### src/rtl/uhp_pkg.sv
// Package with register map, field positions and enumerations of the host pipe control block.
package uhp_pkg;
   localparam logic [11:0] OFS_CTRL    = 12'h000;
   localparam logic [11:0] OFS_CFG0    = 12'h004;
   localparam logic [11:0] OFS_CFG1    = 12'h008;
   localparam logic [11:0] OFS_CFG2    = 12'h00C;
   localparam logic [11:0] OFS_STA     = 12'h010;
   localparam logic [11:0] OFS_INRQ    = 12'h014;
   localparam logic [11:0] OFS_ERR     = 12'h018;
   localparam logic [11:0] OFS_INT     = 12'h01C;
   localparam logic [11:0] OFS_IEN     = 12'h020;
   localparam logic [11:0] OFS_EVENT   = 12'h024;

   localparam int CTRL_ON     = 0;
   localparam int CTRL_TOGGLE_RESET_REQUEST  = 3;
   localparam int CTRL_IN_REQUEST_MODE = 5;
   localparam int CTRL_FREEZE = 6;

   localparam int CFG1_MEMORY_ALLOCATE  = 1;

   localparam int STA_MEMORY_CONFIG_OK   = 7;
   localparam int STA_OVER    = 6;
   localparam int STA_UNDER   = 5;

   localparam int INT_HANDOFF = 7;
   localparam int INT_NAK     = 6;
   localparam int INT_ACCESS  = 5;
   localparam int INT_PERR    = 4;
   localparam int INT_SETUP   = 3;
   localparam int INT_OUT     = 2;
   localparam int INT_STALL   = 1;
   localparam int INT_IN      = 0;

   localparam int IEN_FLOW    = 7;

   localparam logic [7:0] RST_BYTE  = 8'h00;
   localparam logic [7:0] CTRL_RST  = 8'h40;
   localparam logic [1:0] TALLY_MAX = 2'h3;
   localparam logic [2:0] SIZE_MAX1 = 3'h5;
   localparam logic [2:0] SIZE_MAXN = 3'h3;
   localparam logic [3:0] EP_BIG    = 4'h1;

   typedef enum logic [1:0] {
      UHP_KIND_CONTROL = 2'h0,
      UHP_KIND_ISO     = 2'h1,
      UHP_KIND_BULK    = 2'h2,
      UHP_KIND_INTR    = 2'h3
   } uhp_kind_e;

   typedef enum logic [1:0] {
      UHP_TOK_SETUP = 2'h0,
      UHP_TOK_IN    = 2'h1,
      UHP_TOK_OUT   = 2'h2,
      UHP_TOK_RSVD  = 2'h3
   } uhp_token_e;
endpackage : uhp_pkg

### src/rtl/uhp_bank_track.sv
// Bank occupancy and toggle tracker of one pipe.
`timescale 1ns/1ps
module uhp_bank_track (
   input  wire logic       pclk,
   input  wire logic       presetn,
   input  wire logic       clear,
   input  wire logic       two_banks,
   input  wire logic       is_in,
   input  wire logic       link_fill,
   input  wire logic       link_drain,
   input  wire logic       sw_release,
   input  wire logic       toggle_reset,
   input  wire logic       toggle_seen,
   input  wire logic       toggle_step,
   output logic      [1:0] busy_bank_count,
   output logic            toggle_value
);
   logic [1:0] busy_r, busy_nxt;
   logic       tgl_r, tgl_nxt;
   logic       cap;
   logic       inc;
   logic       dec;

   always_comb begin
      cap = two_banks ? 1'b1 : 1'b0;
      // For IN the link fills and software frees; for OUT software fills and the link drains.
      inc = is_in ? link_fill : sw_release;
      dec = is_in ? sw_release : link_drain;
      busy_nxt = busy_r;
      if (inc && !dec && busy_r <= {1'b0, cap}) begin
         busy_nxt = busy_r + 2'h1;
      end else if (dec && !inc && busy_r != 2'h0) begin
         busy_nxt = busy_r - 2'h1;
      end
      tgl_nxt = tgl_r;
      if (toggle_reset) begin
         tgl_nxt = 1'b0;
      end else if (is_in && link_fill) begin
         tgl_nxt = toggle_seen;
      end else if (!is_in && toggle_step) begin
         tgl_nxt = ~tgl_r;
      end
      if (clear) begin
         busy_nxt = 2'h0;
         tgl_nxt  = 1'b0;
      end
   end

   always_ff @(posedge pclk or negedge presetn) begin
      if (!presetn) begin
         busy_r <= 2'h0;
         tgl_r  <= 1'b0;
      end else begin
         busy_r <= busy_nxt;
         tgl_r  <= tgl_nxt;
      end
   end

   assign busy_bank_count = busy_r;
   assign toggle_value    = tgl_r;
endmodule : uhp_bank_track

### src/rtl/uhp_in_counter.sv
// Counter of IN requests for counted mode.
`timescale 1ns/1ps
module uhp_in_counter (
   input  wire logic       pclk,
   input  wire logic       presetn,
   input  wire logic       load,
   input  wire logic [7:0] load_value,
   input  wire logic       in_done,
   input  wire logic       counted,
   output logic      [7:0] count,
   output logic            exhausted
);
   logic [7:0] cnt_r, cnt_nxt;
   logic       last_r, last_nxt;

   // The count reaching zero does not stop requests; one more request runs first.
   always_comb begin
      cnt_nxt  = cnt_r;
      last_nxt = 1'b0;
      if (load) begin
         cnt_nxt = load_value;
      end else if (in_done && counted) begin
         if (cnt_r == 8'h00) begin
            last_nxt = 1'b1;
         end else begin
            cnt_nxt = cnt_r - 8'h01;
         end
      end
   end

   always_ff @(posedge pclk or negedge presetn) begin
      if (!presetn) begin
         cnt_r  <= 8'h00;
         last_r <= 1'b0;
      end else begin
         cnt_r  <= cnt_nxt;
         last_r <= last_nxt;
      end
   end

   assign count     = cnt_r;
   assign exhausted = last_r;
endmodule : uhp_in_counter

### src/rtl/uhp_pipe_ctrl.sv
// Host pipe control and status logic with an APB register slave.
// Overview of operation
// RULE1: While frozen no requests are made; clearing the freeze bit resumes them.
// RULE2: Freeze sets when unconfigured, stall, pipe error, count exhausted, reset or enable.
// RULE3: IN request mode set means endless IN requests; clear means counted ones.
// RULE4: Writing one to toggle reset returns toggle to DATA0; bit self-clears.
// RULE5: Pipe on enables the pipe; clearing it disables and resets the pipe.
// RULE6: Transfer kind: 00 control, 01 isochronous, 10 bulk, 11 interrupt.
// RULE7: Token kind: 00 SETUP, 01 IN, 10 OUT, 11 reserved.
// RULE8: Target endpoint is a four-bit number from zero to fifteen.
// RULE9: Size codes 8 to 64 bytes; 128 and 256 only for endpoint 1.
// RULE10: Bank count code 00 is one bank, 01 two banks, others invalid.
// RULE11: Config ok sets on successful allocation and clears only on pipe disable.
// RULE12: Polling interval applies to interrupt pipes only.
// RULE13: Overflow and underflow flags set by hardware, cleared by software; underflow sends ZLP.
// RULE14: Toggle field reports 00 for DATA0 and 01 for DATA1.
// RULE15: Busy bank field reports zero, one or two busy banks.
// RULE16: Counted mode makes count plus one requests, decrementing after each success.
// RULE17: Error tally counts pipe errors and freezes the pipe at three.
// RULE18: Error source flags set by hardware; pipe error clears once sources clear.
// RULE19: Bank handoff sets with bank flags; software clear releases bank, set ignored.
// RULE20: Access allowed drops when FIFO full or empty, on stall or error.
// RULE21: Stall sets the stall flag and freezes; for isochronous it means CRC error.
// RULE22: NAK, setup, OUT and IN flags set by hardware, cleared by software.
// RULE23: Flow error enable gates overflow and underflow interrupts.
// RULE24: Pipe interrupt is high while any flag and its enable are both set.
//
// Added by the designer: the register offsets and the APB interface to the registers.
`timescale 1ns/1ps
module uhp_pipe_ctrl (
   input  wire logic        pclk,
   input  wire logic        presetn,
   input  wire logic        psel,
   input  wire logic        penable,
   input  wire logic        pwrite,
   input  wire logic [11:0] paddr,
   input  wire logic [31:0] pwdata,
   output logic      [31:0] prdata,
   output logic             pready,
   output logic             pslverr,
   input  wire logic        ev_stall,
   input  wire logic        ev_nak,
   input  wire logic        ev_in_fill,
   input  wire logic        ev_in_toggle,
   input  wire logic        ev_out_sent,
   input  wire logic        ev_overflow,
   input  wire logic        ev_underrun,
   input  wire logic        ev_memory_allocate_ok,
   input  wire logic [4:0]  ev_err_src,
   input  wire logic        fifo_full,
   input  wire logic        fifo_empty,
   output logic             req_enable,
   output logic             req_send_zlp,
   output logic             bank_release,
   output logic             pipe_irq
);
   logic [7:0] ctrl_r, ctrl_nxt;
   logic [7:0] cfg0_r, cfg0_nxt;
   logic [7:0] cfg1_r, cfg1_nxt;
   logic [7:0] cfg2_r, cfg2_nxt;
   logic [2:0] sta_r, sta_nxt;
   logic [6:0] err_r, err_nxt;
   logic [7:0] int_r, int_nxt;
   logic [7:0] ien_r, ien_nxt;
   logic [31:0] rd_r, rd_nxt;
   logic        rdy_r, rdy_nxt;
   logic        slverr_r, slverr_nxt;
   logic        req_r, req_nxt;
   logic        zlp_r, zlp_nxt;
   logic        rel_r, rel_nxt;
   logic        irq_r, irq_nxt;
   logic        wr;
   logic        rd_ok;
   logic        hit;
   logic        on_rise;
   logic        pipe_clear;
   logic        sw_handoff_clr;
   logic        err_any;
   logic        is_in;
   logic        is_iso;
   logic        cfg_legal;
   logic        toggle_rst;
   logic        in_last;
   logic [7:0]  inrq_cnt;
   logic [1:0]  busy;
   logic        tgl;
   logic [7:0]  sta_rd;
   logic [7:0]  wd;

   assign wd    = pwdata[7:0];
   // A write lands at the edge where the master sees pready high, never earlier.
   assign wr    = psel && penable && pwrite && rdy_r;
   assign rd_ok = psel && penable && !pwrite && !rdy_r;
   assign hit   = (paddr <= uhp_pkg::OFS_EVENT) && (paddr[1:0] == 2'h0);
   assign is_in  = cfg0_r[5:4] == uhp_pkg::UHP_TOK_IN;                    // [RULE7]
   assign is_iso = cfg0_r[7:6] == uhp_pkg::UHP_KIND_ISO;                  // [RULE6]
   // Large banks only legal for endpoint 1; reserved codes leave the pipe unconfigured.
   assign cfg_legal = (cfg1_r[3:2] <= 2'h1) &&                            // [RULE10]
                      ((cfg1_r[6:4] <= uhp_pkg::SIZE_MAXN) ||
                       (cfg1_r[6:4] <= uhp_pkg::SIZE_MAX1 &&
                        cfg0_r[3:0] == uhp_pkg::EP_BIG));                 // [RULE9] [RULE8]
   assign on_rise    = wr && hit && paddr == uhp_pkg::OFS_CTRL && wd[uhp_pkg::CTRL_ON]
                       && !ctrl_r[uhp_pkg::CTRL_ON];
   assign pipe_clear = !ctrl_r[uhp_pkg::CTRL_ON];                         // [RULE5]
   assign sw_handoff_clr = wr && paddr == uhp_pkg::OFS_INT && !wd[uhp_pkg::INT_HANDOFF]
                           && int_r[uhp_pkg::INT_HANDOFF];                // [RULE19]
   assign toggle_rst = ctrl_r[uhp_pkg::CTRL_TOGGLE_RESET_REQUEST];
   assign err_any    = |err_r[4:0];

   uhp_in_counter u_inrq (
      .pclk       (pclk),
      .presetn    (presetn),
      .load       (wr && paddr == uhp_pkg::OFS_INRQ),
      .load_value (wd),
      .in_done    (ev_in_fill && req_r),
      .counted    (!ctrl_r[uhp_pkg::CTRL_IN_REQUEST_MODE]),                        // [RULE3]
      .count      (inrq_cnt),
      .exhausted  (in_last)                                               // [RULE16]
   );

   uhp_bank_track u_bank (
      .pclk            (pclk),
      .presetn         (presetn),
      .clear           (pipe_clear),
      .two_banks       (cfg1_r[2]),
      .is_in           (is_in),
      .link_fill       (ev_in_fill),
      .link_drain      (ev_out_sent),
      .sw_release      (sw_handoff_clr),
      .toggle_reset    (toggle_rst),                                      // [RULE4]
      .toggle_seen     (ev_in_toggle),
      .toggle_step     (ev_out_sent),
      .busy_bank_count (busy),                                            // [RULE15]
      .toggle_value    (tgl)                                              // [RULE14]
   );

   always_comb begin
      ctrl_nxt = ctrl_r;
      cfg0_nxt = cfg0_r;
      cfg1_nxt = cfg1_r;
      cfg2_nxt = cfg2_r;
      sta_nxt  = sta_r;
      err_nxt  = err_r;
      int_nxt  = int_r;
      ien_nxt  = ien_r;
      // Toggle reset is done in one cycle, so the request bit lives for one cycle.
      ctrl_nxt[uhp_pkg::CTRL_TOGGLE_RESET_REQUEST] = 1'b0;                               // [RULE4]
      if (wr) begin
         unique case (paddr)
            uhp_pkg::OFS_CTRL: begin
               ctrl_nxt = wd & 8'h69;
               ctrl_nxt[uhp_pkg::CTRL_TOGGLE_RESET_REQUEST] = wd[uhp_pkg::CTRL_TOGGLE_RESET_REQUEST];   // [RULE4]
               if (on_rise) begin
                  ctrl_nxt[uhp_pkg::CTRL_FREEZE] = 1'b1;                  // [RULE2]
               end
            end
            uhp_pkg::OFS_CFG0: cfg0_nxt = wd;
            uhp_pkg::OFS_CFG1: cfg1_nxt = wd & 8'h7E;
            uhp_pkg::OFS_CFG2: cfg2_nxt = wd;                             // [RULE12]
            uhp_pkg::OFS_STA: begin
               sta_nxt[1] = sta_r[1] & wd[uhp_pkg::STA_OVER];             // [RULE13]
               sta_nxt[0] = sta_r[0] & wd[uhp_pkg::STA_UNDER];
            end
            uhp_pkg::OFS_ERR: begin
               err_nxt[6:5] = err_r[6:5] & wd[6:5];                       // [RULE17]
               err_nxt[4:0] = err_r[4:0] & wd[4:0];                       // [RULE18]
            end
            uhp_pkg::OFS_INT: begin
               // Only clears take effect; the handoff bit cannot be set by software.
               int_nxt = int_r & (wd | 8'h20);                            // [RULE19] [RULE22]
            end
            uhp_pkg::OFS_IEN: ien_nxt = wd & 8'hDF;
            default: begin
            end
         endcase
      end
      // Hardware sets below win over software clears in the same cycle.
      if (ev_memory_allocate_ok && cfg1_r[uhp_pkg::CFG1_MEMORY_ALLOCATE] && cfg_legal) begin
         sta_nxt[2] = 1'b1;                                               // [RULE11]
      end
      if (ev_overflow) begin
         sta_nxt[1] = 1'b1;                                               // [RULE13]
      end
      if (ev_underrun && !is_in && (is_iso || cfg0_r[7:6] == uhp_pkg::UHP_KIND_INTR)) begin
         sta_nxt[0] = 1'b1;                                               // [RULE13]
      end
      err_nxt[4:0] = err_nxt[4:0] | ev_err_src;                           // [RULE18]
      if (|ev_err_src && err_r[6:5] != uhp_pkg::TALLY_MAX) begin
         err_nxt[6:5] = err_r[6:5] + 2'h1;                                // [RULE17]
      end
      int_nxt[uhp_pkg::INT_PERR] = |err_nxt[4:0];                         // [RULE18]
      if (ev_nak) int_nxt[uhp_pkg::INT_NAK] = 1'b1;                       // [RULE22]
      if (ev_stall) int_nxt[uhp_pkg::INT_STALL] = 1'b1;                   // [RULE21]
      if (ev_in_fill) begin
         int_nxt[uhp_pkg::INT_IN]      = 1'b1;                            // [RULE22]
         int_nxt[uhp_pkg::INT_HANDOFF] = 1'b1;                            // [RULE19]
      end
      if (ev_out_sent) begin
         int_nxt[cfg0_r[5:4] == uhp_pkg::UHP_TOK_SETUP ? uhp_pkg::INT_SETUP
                                                        : uhp_pkg::INT_OUT] = 1'b1;
         int_nxt[uhp_pkg::INT_HANDOFF] = 1'b1;                            // [RULE19]
      end
      int_nxt[uhp_pkg::INT_ACCESS] = !int_nxt[uhp_pkg::INT_STALL] && !int_nxt[uhp_pkg::INT_PERR]
                                     && (is_in ? !fifo_empty : !fifo_full); // [RULE20]
      if (!cfg_legal || !sta_r[2] || ev_stall || |ev_err_src || in_last ||
          (err_nxt[6:5] == uhp_pkg::TALLY_MAX)) begin
         ctrl_nxt[uhp_pkg::CTRL_FREEZE] = 1'b1;                           // [RULE2] [RULE21]
      end
      if (pipe_clear) begin
         // Disabling the pipe resets it and drops the memory configuration.
         ctrl_nxt[uhp_pkg::CTRL_FREEZE] = 1'b1;                           // [RULE5]
         sta_nxt  = 3'h0;                                                 // [RULE11]
         int_nxt  = uhp_pkg::RST_BYTE;
         err_nxt  = 7'h00;
         if (wr && paddr == uhp_pkg::OFS_CTRL) ctrl_nxt = wd & 8'h69 | 8'h40;
      end
   end

   always_comb begin
      rdy_nxt    = psel && penable && !rdy_r;
      slverr_nxt = psel && penable && !rdy_r && !hit;
      rd_nxt     = rd_r;
      sta_rd     = {sta_r, 1'b0, 1'b0, tgl, busy};                        // [RULE14] [RULE15]
      if (rd_ok) begin
         rd_nxt = 32'h0000_0000;
         unique case (paddr)
            uhp_pkg::OFS_CTRL:  rd_nxt[7:0] = ctrl_r;
            uhp_pkg::OFS_CFG0:  rd_nxt[7:0] = cfg0_r;
            uhp_pkg::OFS_CFG1:  rd_nxt[7:0] = cfg1_r;
            uhp_pkg::OFS_CFG2:  rd_nxt[7:0] = cfg2_r;
            uhp_pkg::OFS_STA:   rd_nxt[7:0] = sta_rd;
            uhp_pkg::OFS_INRQ:  rd_nxt[7:0] = inrq_cnt;
            uhp_pkg::OFS_ERR:   rd_nxt[7:0] = {1'b0, err_r};
            uhp_pkg::OFS_INT:   rd_nxt[7:0] = int_r;
            uhp_pkg::OFS_IEN:   rd_nxt[7:0] = ien_r;
            default:            rd_nxt = 32'h0000_0000;
         endcase
      end
      // Polling interval is left to the scheduler; it matters only for interrupt pipes.
      req_nxt = ctrl_r[uhp_pkg::CTRL_ON] && !ctrl_r[uhp_pkg::CTRL_FREEZE] && sta_r[2]; // [RULE1]
      zlp_nxt = ev_underrun && !is_in;                                    // [RULE13]
      rel_nxt = sw_handoff_clr;                                           // [RULE19]
      irq_nxt = |(int_r[6:0] & ien_r[6:0] & 7'h5F) ||
                (ien_r[uhp_pkg::IEN_FLOW] && |sta_r[1:0]);                // [RULE23] [RULE24]
   end

   always_ff @(posedge pclk or negedge presetn) begin
      if (!presetn) begin
         ctrl_r   <= uhp_pkg::CTRL_RST;
         cfg0_r   <= uhp_pkg::RST_BYTE;
         cfg1_r   <= uhp_pkg::RST_BYTE;
         cfg2_r   <= uhp_pkg::RST_BYTE;
         sta_r    <= 3'h0;
         err_r    <= 7'h00;
         int_r    <= uhp_pkg::RST_BYTE;
         ien_r    <= uhp_pkg::RST_BYTE;
         rd_r     <= 32'h0000_0000;
         rdy_r    <= 1'b0;
         slverr_r <= 1'b0;
         req_r    <= 1'b0;
         zlp_r    <= 1'b0;
         rel_r    <= 1'b0;
         irq_r    <= 1'b0;
      end else begin
         ctrl_r   <= ctrl_nxt;
         cfg0_r   <= cfg0_nxt;
         cfg1_r   <= cfg1_nxt;
         cfg2_r   <= cfg2_nxt;
         sta_r    <= sta_nxt;
         err_r    <= err_nxt;
         int_r    <= int_nxt;
         ien_r    <= ien_nxt;
         rd_r     <= rd_nxt;
         rdy_r    <= rdy_nxt;
         slverr_r <= slverr_nxt;
         req_r    <= req_nxt;
         zlp_r    <= zlp_nxt;
         rel_r    <= rel_nxt;
         irq_r    <= irq_nxt;
      end
   end

   assign prdata       = rd_r;
   assign pready       = rdy_r;
   assign pslverr      = slverr_r;
   assign req_enable   = req_r;
   assign req_send_zlp = zlp_r;
   assign bank_release = rel_r;
   assign pipe_irq     = irq_r;

   chk_freeze_blocks: assert property (@(posedge pclk) disable iff (!presetn) // [RULE1]
      ctrl_r[uhp_pkg::CTRL_FREEZE] |=> !req_r) else $error("request while frozen");
   chk_stall_freeze: assert property (@(posedge pclk) disable iff (!presetn) // [RULE21]
      ev_stall |=> ctrl_r[uhp_pkg::CTRL_FREEZE] && int_r[uhp_pkg::INT_STALL])
      else $error("stall did not freeze");
   chk_toggle_clear: assert property (@(posedge pclk) disable iff (!presetn) // [RULE4]
      ctrl_r[uhp_pkg::CTRL_TOGGLE_RESET_REQUEST] |=> !ctrl_r[uhp_pkg::CTRL_TOGGLE_RESET_REQUEST] && !tgl)
      else $error("toggle reset failed");
   chk_off_resets: assert property (@(posedge pclk) disable iff (!presetn) // [RULE5]
      !ctrl_r[uhp_pkg::CTRL_ON] |=> !sta_r[2] && busy == 2'h0)
      else $error("disabled pipe kept state");
   chk_tally_freeze: assert property (@(posedge pclk) disable iff (!presetn) // [RULE17]
      err_r[6:5] == uhp_pkg::TALLY_MAX |-> ctrl_r[uhp_pkg::CTRL_FREEZE])
      else $error("tally at max not frozen");
   chk_perr_follow: assert property (@(posedge pclk) disable iff (!presetn) // [RULE18]
      int_r[uhp_pkg::INT_PERR] == |err_r[4:0]) else $error("pipe error mismatch");
   chk_access_drop: assert property (@(posedge pclk) disable iff (!presetn) // [RULE20]
      int_r[uhp_pkg::INT_STALL] |-> !int_r[uhp_pkg::INT_ACCESS])
      else $error("access allowed during stall");
   chk_irq_follow: assert property (@(posedge pclk) disable iff (!presetn) // [RULE24]
      (|(int_r[6:0] & ien_r[6:0] & 7'h5F)) |=> pipe_irq) else $error("irq missing");
   chk_in_fill_flags: assert property (@(posedge pclk) disable iff (!presetn) // [RULE22]
      ev_in_fill && ctrl_r[uhp_pkg::CTRL_ON] |=> int_r[uhp_pkg::INT_IN]
      && int_r[uhp_pkg::INT_HANDOFF]) else $error("in flags not set");
endmodule : uhp_pipe_ctrl

### config.mk
export PLATFORM = sky130hd
export DESIGN_NAME = uhp_pipe_ctrl
export DESIGN_NICKNAME = d
export VERILOG_FILES = /design/src/rtl/uhp_pkg.sv /design/src/rtl/uhp_bank_track.sv /design/src/rtl/uhp_in_counter.sv /design/src/rtl/uhp_pipe_ctrl.sv
export SDC_FILE = /design/constraint.sdc
export NUM_CORES = 1
export LEC_CHECK = 0
export ABC_AREA = 1
export BUFFER_PORTS_ARGS = -buffer_cell sky130_fd_sc_hd__buf_2
export CAP_MARGIN = 0
export CORE_MARGIN = 3
export CORE_UTILIZATION = 31
export DETAILED_ROUTE_END_ITERATION = 12
export PLACE_DENSITY = 0.5
export SYNTH_ARGS = -nofsm -noshare
export SYNTH_HDL_FRONTEND = slang
export SYNTH_SLANG_ARGS = --single-unit
export TNS_END_PERCENT = 100
### constraint.sdc
create_clock -name pclk -period 3.5 [get_ports pclk]
set_input_delay 0.35 -clock pclk [delete_from_list [all_inputs] [get_ports pclk]]
set_output_delay 0.35 -clock pclk [all_outputs]
set_load 0.005 [all_outputs]
==> out/qor.yml, run 1 <==
critPathSlowestCell: "inv_2"
start_util_pct: 31.8
cp.buffers_inverters: 2
yosys.area.top_type: "dfrtp_1"
path_class: "reg -> reg"
setup_tns_ns: 0
fmax_mhz: 432
row_count: 43
path_cells: "nand4_2 > inv_2 > nand2_1 > nand2_1 > inv_1 > nand2_1 > o221ai_1"
port_buffers: 53
fin_nets: 688
final_cell_mix: "149 x nand2_1, 80 x dfrtp_1, 68 x inv_1"
dr.pass1.iters: 6
fill_cells: 1465
p_leak_uw: 0.00253
hpwl_mm: 10.4
clk_latency_ns: 0.34
num_io_pins: 102
drc: 0
grt_pass1_vias: 3904
cts_hold_buf: 0
dieArea_um2: 15800
cpPeakStageDelay_ns: 0.47
r2r-start: "pready$_DFF_PN0_"
setup_viol: 0
layout-drive-gt1-share_pct: 15.2
crit_cells: 7
clockRootBuffer: "clkbuf_16"
routed_wirelength_mm: 13.7
syn_area_um2: 4430
core-area_um2: 13900
p_per_area_nw_per_um2: 400
fin_cells: 805
reg2reg_depth: 7
gp_congestion: 0.918
slew_violations: 0
critPathCapture: "u_inrq.count[3]$_DFFE_PN0P_"
ant_nets: 0
diodes: 0
period_needed_ns: 2.31
vias: 4100
crit_start: "pready$_DFF_PN0_"
mostFrequentLayoutCell: "nand2_1"
post_cts_buffers: 0
syn-instance-count: 567
hold_viol_final: 0
dieHeight_um: 126
ir_worst_vdd_mv: 0.199
crit_fanout: 16
crit_path_end_kind: "register"
grt_pass1_wl_mm: 21.7
ys_ff_latch: 81
grt_setup_unrepaired: "no"
timing.rr.end: "u_inrq.count[3]$_DFFE_PN0P_"
hp-class: "in -> async"
yosysSeqAreaShare_pct: 45.8
startpoint_type: "register"
vias_per_cell: 5.09
die_w_um: 126
grt.total_usage_pct: 17.8
synthTopCellsByArea: "dfrtp_1 45%, nand2_1 13%, inv_1 5.8%"
cts_buffer_depth: 2
yosysTopAreaCellShare_pct: 45.2
worst_slew_pin_slew_ns: 1.06
gr-total-overflow: 0
ctsResizeCount: 0
clkTransAtPathRegs_ns: 0.06
cts_tree: "built"
ys_types: 45
r2r_slack_ns: 1.19
worstPathRequired_ns: 3.70
worst-endpoint-arrival_ns: 2.51
cap_violations: 0
wl_per_cell_um: 17.1
skew_ns: 0.00599
clock-sinks: 81
syn_area_per_cell_um2: 7.81
first_iter_violations: 374
ys.flop_type: "dfrtp_1"
crit_path_frequent_cell: "nand2_1"
area_growth_pct: 15.2
antenna_found_initial: 0
ys.warnings.count: 0
grt_max_degree: 82
synthArstFlopShare_pct: 100
post-route-period-util_pct: 66.1
status: "completed"
max-slew-margin-rel_pct: 29.3
dp.cells: 789
numCtsBuffers: 9
path_delay_family: "simple AND/OR/NAND/NOR gates"
htreeDepth: 3
synth_edf_count: 0
==> final cells by class <==
type	instances	area, um^2	area share, %
sequential	81	2030	39.8
multi-input combinational	400	1980	38.7
clock buffer	14	284	5.57
inverter	74	278	5.45
timing repair buffer	54	275	5.40
tap	180	225	4.42
clock inverter	2	35.0	0.687
==> Yosys cell counts (2+ instances only) <==
cell type and number:
nand2_1 149, dfrtp_1 80, inv_1 68, o21ai_0 47
nor2_1 44, nand3_1 32, buf_4 24, a21oi_1 21
o21ai_1 10, a221oi_1 6, clkbuf_1 6, inv_2 6
nand4_1 6, nor2_4 5, o221ai_1 5, buf_2 4
ha_1 4, nand2_2 4, nor2_2 4, xor2_1 4
a211oi_1 3, nor3_1 3, o211ai_1 3, o31ai_1 3
a31oi_1 2, nand3_2 2, nor4_1 2, o2111ai_1 2
o22ai_1 2
==> worst min path at each step <==
stage	end	slack, ns	depth (start not counted)
after global routing	int_r[6]$_DFF_PN0_	0.25	3
final	prdata[6]$_DFFE_PN0P_	0.19	1
after CTS	int_r[6]$_DFF_PN0_	0.23	3
after global placement	ctrl_r[7]$_DFF_PN0_	0.45	2
after detailed placement	ctrl_r[4]$_DFF_PN0_	0.45	2
after floorplan	bank_release$_DFF_PN0_	0.05	0
==> report_power, final <==
group | leakage, uW | switching, uW | internal (uW) | total, uW
Clock | 0.000159 | 368 | 630 | 998
Combinational | 0.00127 | 75.3 | 27.0 | 102
Sequential | 0.00110 | 1.07 | 939 | 940
==> metal layers <==
metal  vias up  track usage (%)  wire length, um
met2       185             26.7             5950
met5         -                0                0
met1      1963             24.3             6100
met4         0             8.80              567
li1       1920                -                -
met3        32             4.14             1120
==> worst reg2reg max path: cells and delay by family, from the launching register on <==
family / cells / cell delay (ns)
AOI/OAI and AO/OA: 1 / 0.10
buffers and inverters: 2 / 0.58
DFF: 1 / 0.39
and+or+nand+nor: 4 / 1.11
==> metrics by stage <==
stage          total power (uW)  setup WS, ns  util [%]  cell area (um^2)  hold slack, ns
3_3_place_gp               1060          1.15      34.3              4780           0.450
3_5_place_dp               1060          1.15      34.3              4780           0.455
4_1_cts                    2070          1.22      36.6              5100           0.231
6_report                   2040          1.19      36.6              5100           0.195
5_1_grt                    2130         0.946      36.6              5100           0.251
2_1_floorplan              1010          1.95         -              4520          0.0544
==> logic make-up after synthesis <==
group / share of synthesized area, %
xor gates and xnor gates: 0.989
AOI/OAI and AO/OA: 15.2
and+or+nand+nor: 25.2
DFF: 45.8
buffers and inverters: 11.6
adders and majority gates: 1.13
other: 0.0847
==> registers in the layout, summed over array words and instances (netlist names), 2 cells and up <==
name and flops:
u_bank.busy_bank_count 2, sta_r 3, prdata 8, cfg2_r 8
err_r 7, cfg0_r 8, u_inrq.count 8, int_r 8
ctrl_r 8, ien_r 7, cfg1_r 6
Note: power is estimated with default switching activity, not from simulation.
==> run 2: changes to the inputs <==
--- a/config.mk
+++ b/config.mk
@@ -11,7 +11,7 @@
 export CORE_MARGIN = 3
 export CORE_UTILIZATION = 31
 export DETAILED_ROUTE_END_ITERATION = 12
-export PLACE_DENSITY = 0.5
+export PLACE_DENSITY = 0.52
 export SYNTH_ARGS = -nofsm -noshare
 export SYNTH_HDL_FRONTEND = slang
 export SYNTH_SLANG_ARGS = --single-unit
==> constraint.sdc (replaced) <==
create_clock -name pclk -period 2 [get_ports pclk]
set_input_delay 0.2 -clock pclk [delete_from_list [all_inputs] [get_ports pclk]]
set_output_delay 0.2 -clock pclk [all_outputs]
set_load 0.005 [all_outputs]
==> run 2 against run 1 <==
Die area unchanged. Fmax up 31%. Sequential power up 74%. Clock power up 65%. Critical path depth up 2. Global-route usage down 0.47 points. Hold slack worse by 0.10 ns. Critical endpoint unchanged. Highest routed layer unchanged.
==> out/qor.yml, run 2 (synthesis results as in run 1) <==
grt_pass1_wl_mm: 21.5  # was 21.7 mm
worstPathRequired_ns: 2.19  # was 3.70 ns
p_per_area_nw_per_um2: 671  # was 400 nW/um^2
r2r_slack_ns: 0.23  # was 1.19 ns
skew_ns: 0.00924  # was 0.00599 ns
diodes: 0  # unchanged
ant_nets: 0  # unchanged
dieArea_um2: 15800  # unchanged
cts_buffer_depth: 2  # unchanged
hpwl_mm: 10.3  # was 10.4 mm
gr-total-overflow: 0  # unchanged
first_iter_violations: 275  # was 374
antenna_found_initial: 0  # unchanged
grt_pass1_vias: 3900  # was 3904
grt_max_degree: 46  # was 82
p_leak_uw: 0.00258  # was 0.00253 uW
htreeDepth: 3  # unchanged
hold_depth: 3
wl_per_cell_um: 16.2  # was 17.1 um
cts_tree: "built"  # unchanged
row_count: 43  # unchanged
setup_viol: 0  # unchanged
drc: 0  # unchanged
dieHeight_um: 126  # unchanged
clockRootBuffer: "clkbuf_16"  # unchanged
ir_worst_vdd_mv: 0.448  # was 0.199 mV
die_w_um: 126  # unchanged
dr.pass1.iters: 5  # was 6
clk_latency_ns: 0.34  # about the same
port_buffers: 53  # unchanged
post-route-period-util_pct: 88.3  # was 66.1%
clock-sinks: 81  # unchanged
fmax_mhz: 566  # was 432 MHz
layout-drive-gt1-share_pct: 16.8  # was 15.2%
slew_violations: 0  # unchanged
startpoint_type: "register"  # unchanged
grt_setup_unrepaired: "no"  # unchanged
mostFrequentLayoutCell: "nand2_1"  # unchanged
hp-class: "in -> reg"  # was in -> async
path_class: "reg -> reg"  # unchanged
area_growth_pct: 17.2  # was 15.2%
clkTransAtPathRegs_ns: 0.06  # about the same
status: "completed"  # unchanged
hold_viol_final: 0  # unchanged
gp_congestion: 0.890  # was 0.918
reg2reg_depth: 9  # was 7
crit_fanout: 6  # was 16
vias: 3953  # was 4100
final_cell_mix: "149 x nand2_1, 80 x dfrtp_1, 68 x inv_1"  # unchanged
period_needed_ns: 1.77  # was 2.31 ns
vias_per_cell: 4.83  # was 5.09
setup_tns_ns: 0  # unchanged
numCtsBuffers: 9  # unchanged
crit_path_end_kind: "register"  # unchanged
cap_violations: 0  # unchanged
routed_wirelength_mm: 13.3  # was 13.7 mm
holdWs_ns: 0.0905  # was 0.195 ns
num_io_pins: 102  # unchanged
core-area_um2: 13900  # unchanged
worst-endpoint-arrival_ns: 1.96  # was 2.51 ns
start_util_pct: 31.8  # unchanged
grt.total_usage_pct: 17.4  # was 17.8%
fin_nets: 701  # was 688
## run 2: changes by cell type in the layout (fill, tap and decap cells not counted), sizes merged
cell	delta
dlygate4sd3	+1
clkinv	+2
buf	+12
clkbuf	-2
## run 2: final timing paths
path | startpoint | endpoint
hold / removal | ev_overflow | sta_r[1]$_DFFE_PN0P_
setup reg to reg | u_inrq.count[1]$_DFFE_PN0P_ | u_inrq.count[3]$_DFFE_PN0P_
hold reg to reg | ctrl_r[4]$_DFF_PN0_ | ctrl_r[4]$_DFF_PN0_
max in group asynchronous | presetn | u_inrq.count[5]$_DFFE_PN0P_
setup / recovery | u_inrq.count[1]$_DFFE_PN0P_ | u_inrq.count[3]$_DFFE_PN0P_
min in group asynchronous | presetn | pready$_DFF_PN0_
## run 2: metal layers
layer / vias up / GRT usage, % / share of wire, %
met5: - / 0 / 0
met4: 0 / 7.72 / 3.1
met3: 23 / 3.03 / 5.2
met2: 155 / 26.1 / 44
met1: 1829 / 24.6 / 48
li1: 1946 / - / -
## run 2: stage by stage
stage	worst slack (ns)	cell area, um^2	instances	util [%]	total power (uW)
2_1_floorplan	0.496	4520	590	-	1780
3_3_place_gp	0.157	4880	801	35.1	1860
3_5_place_dp	0.125	4880	801	35.1	1860
4_1_cts	0.197	5190	818	37.2	3520
5_1_grt	0.116	5190	818	37.3	3610
6_report	0.235	5190	818	37.3	3480
## run 2: power breakdown
group / total, uW / switching, uW / internal (uW)
Combinational: 186 / 132 / 54.1
Sequential: 1640 / 1.96 / 1640
Clock: 1650 / 659 / 996
## run 2: layout make-up
class,instances,area [um^2]
clock buffers,12,246
clock inverters,4,45.0
flip-flops and latches,81,2030
fillers,1504,8740
repair buffers,67,388
multi-input cells,400,1980
well taps,180,225
inverters,74,278
## run 2: critical path, cell delays in order (launching register included)
cell	delay (ns)
dfrtp_1	0.37
inv_1	0.12
ha_1	0.16
nand3_1	0.11
nor4_2	0.23
nor2_1	0.13
nand2_1	0.22
inv_1	0.10
nand2_1	0.07
o221ai_1	0.11
## run 2: timing repair
item                       4_1_cts  5_1_grt
gates resized for setup          0        1
setup endpoints to repair        0        1
buffers inserted                 0        0
hold buffers                     1        0
hold endpoints to repair        35        0
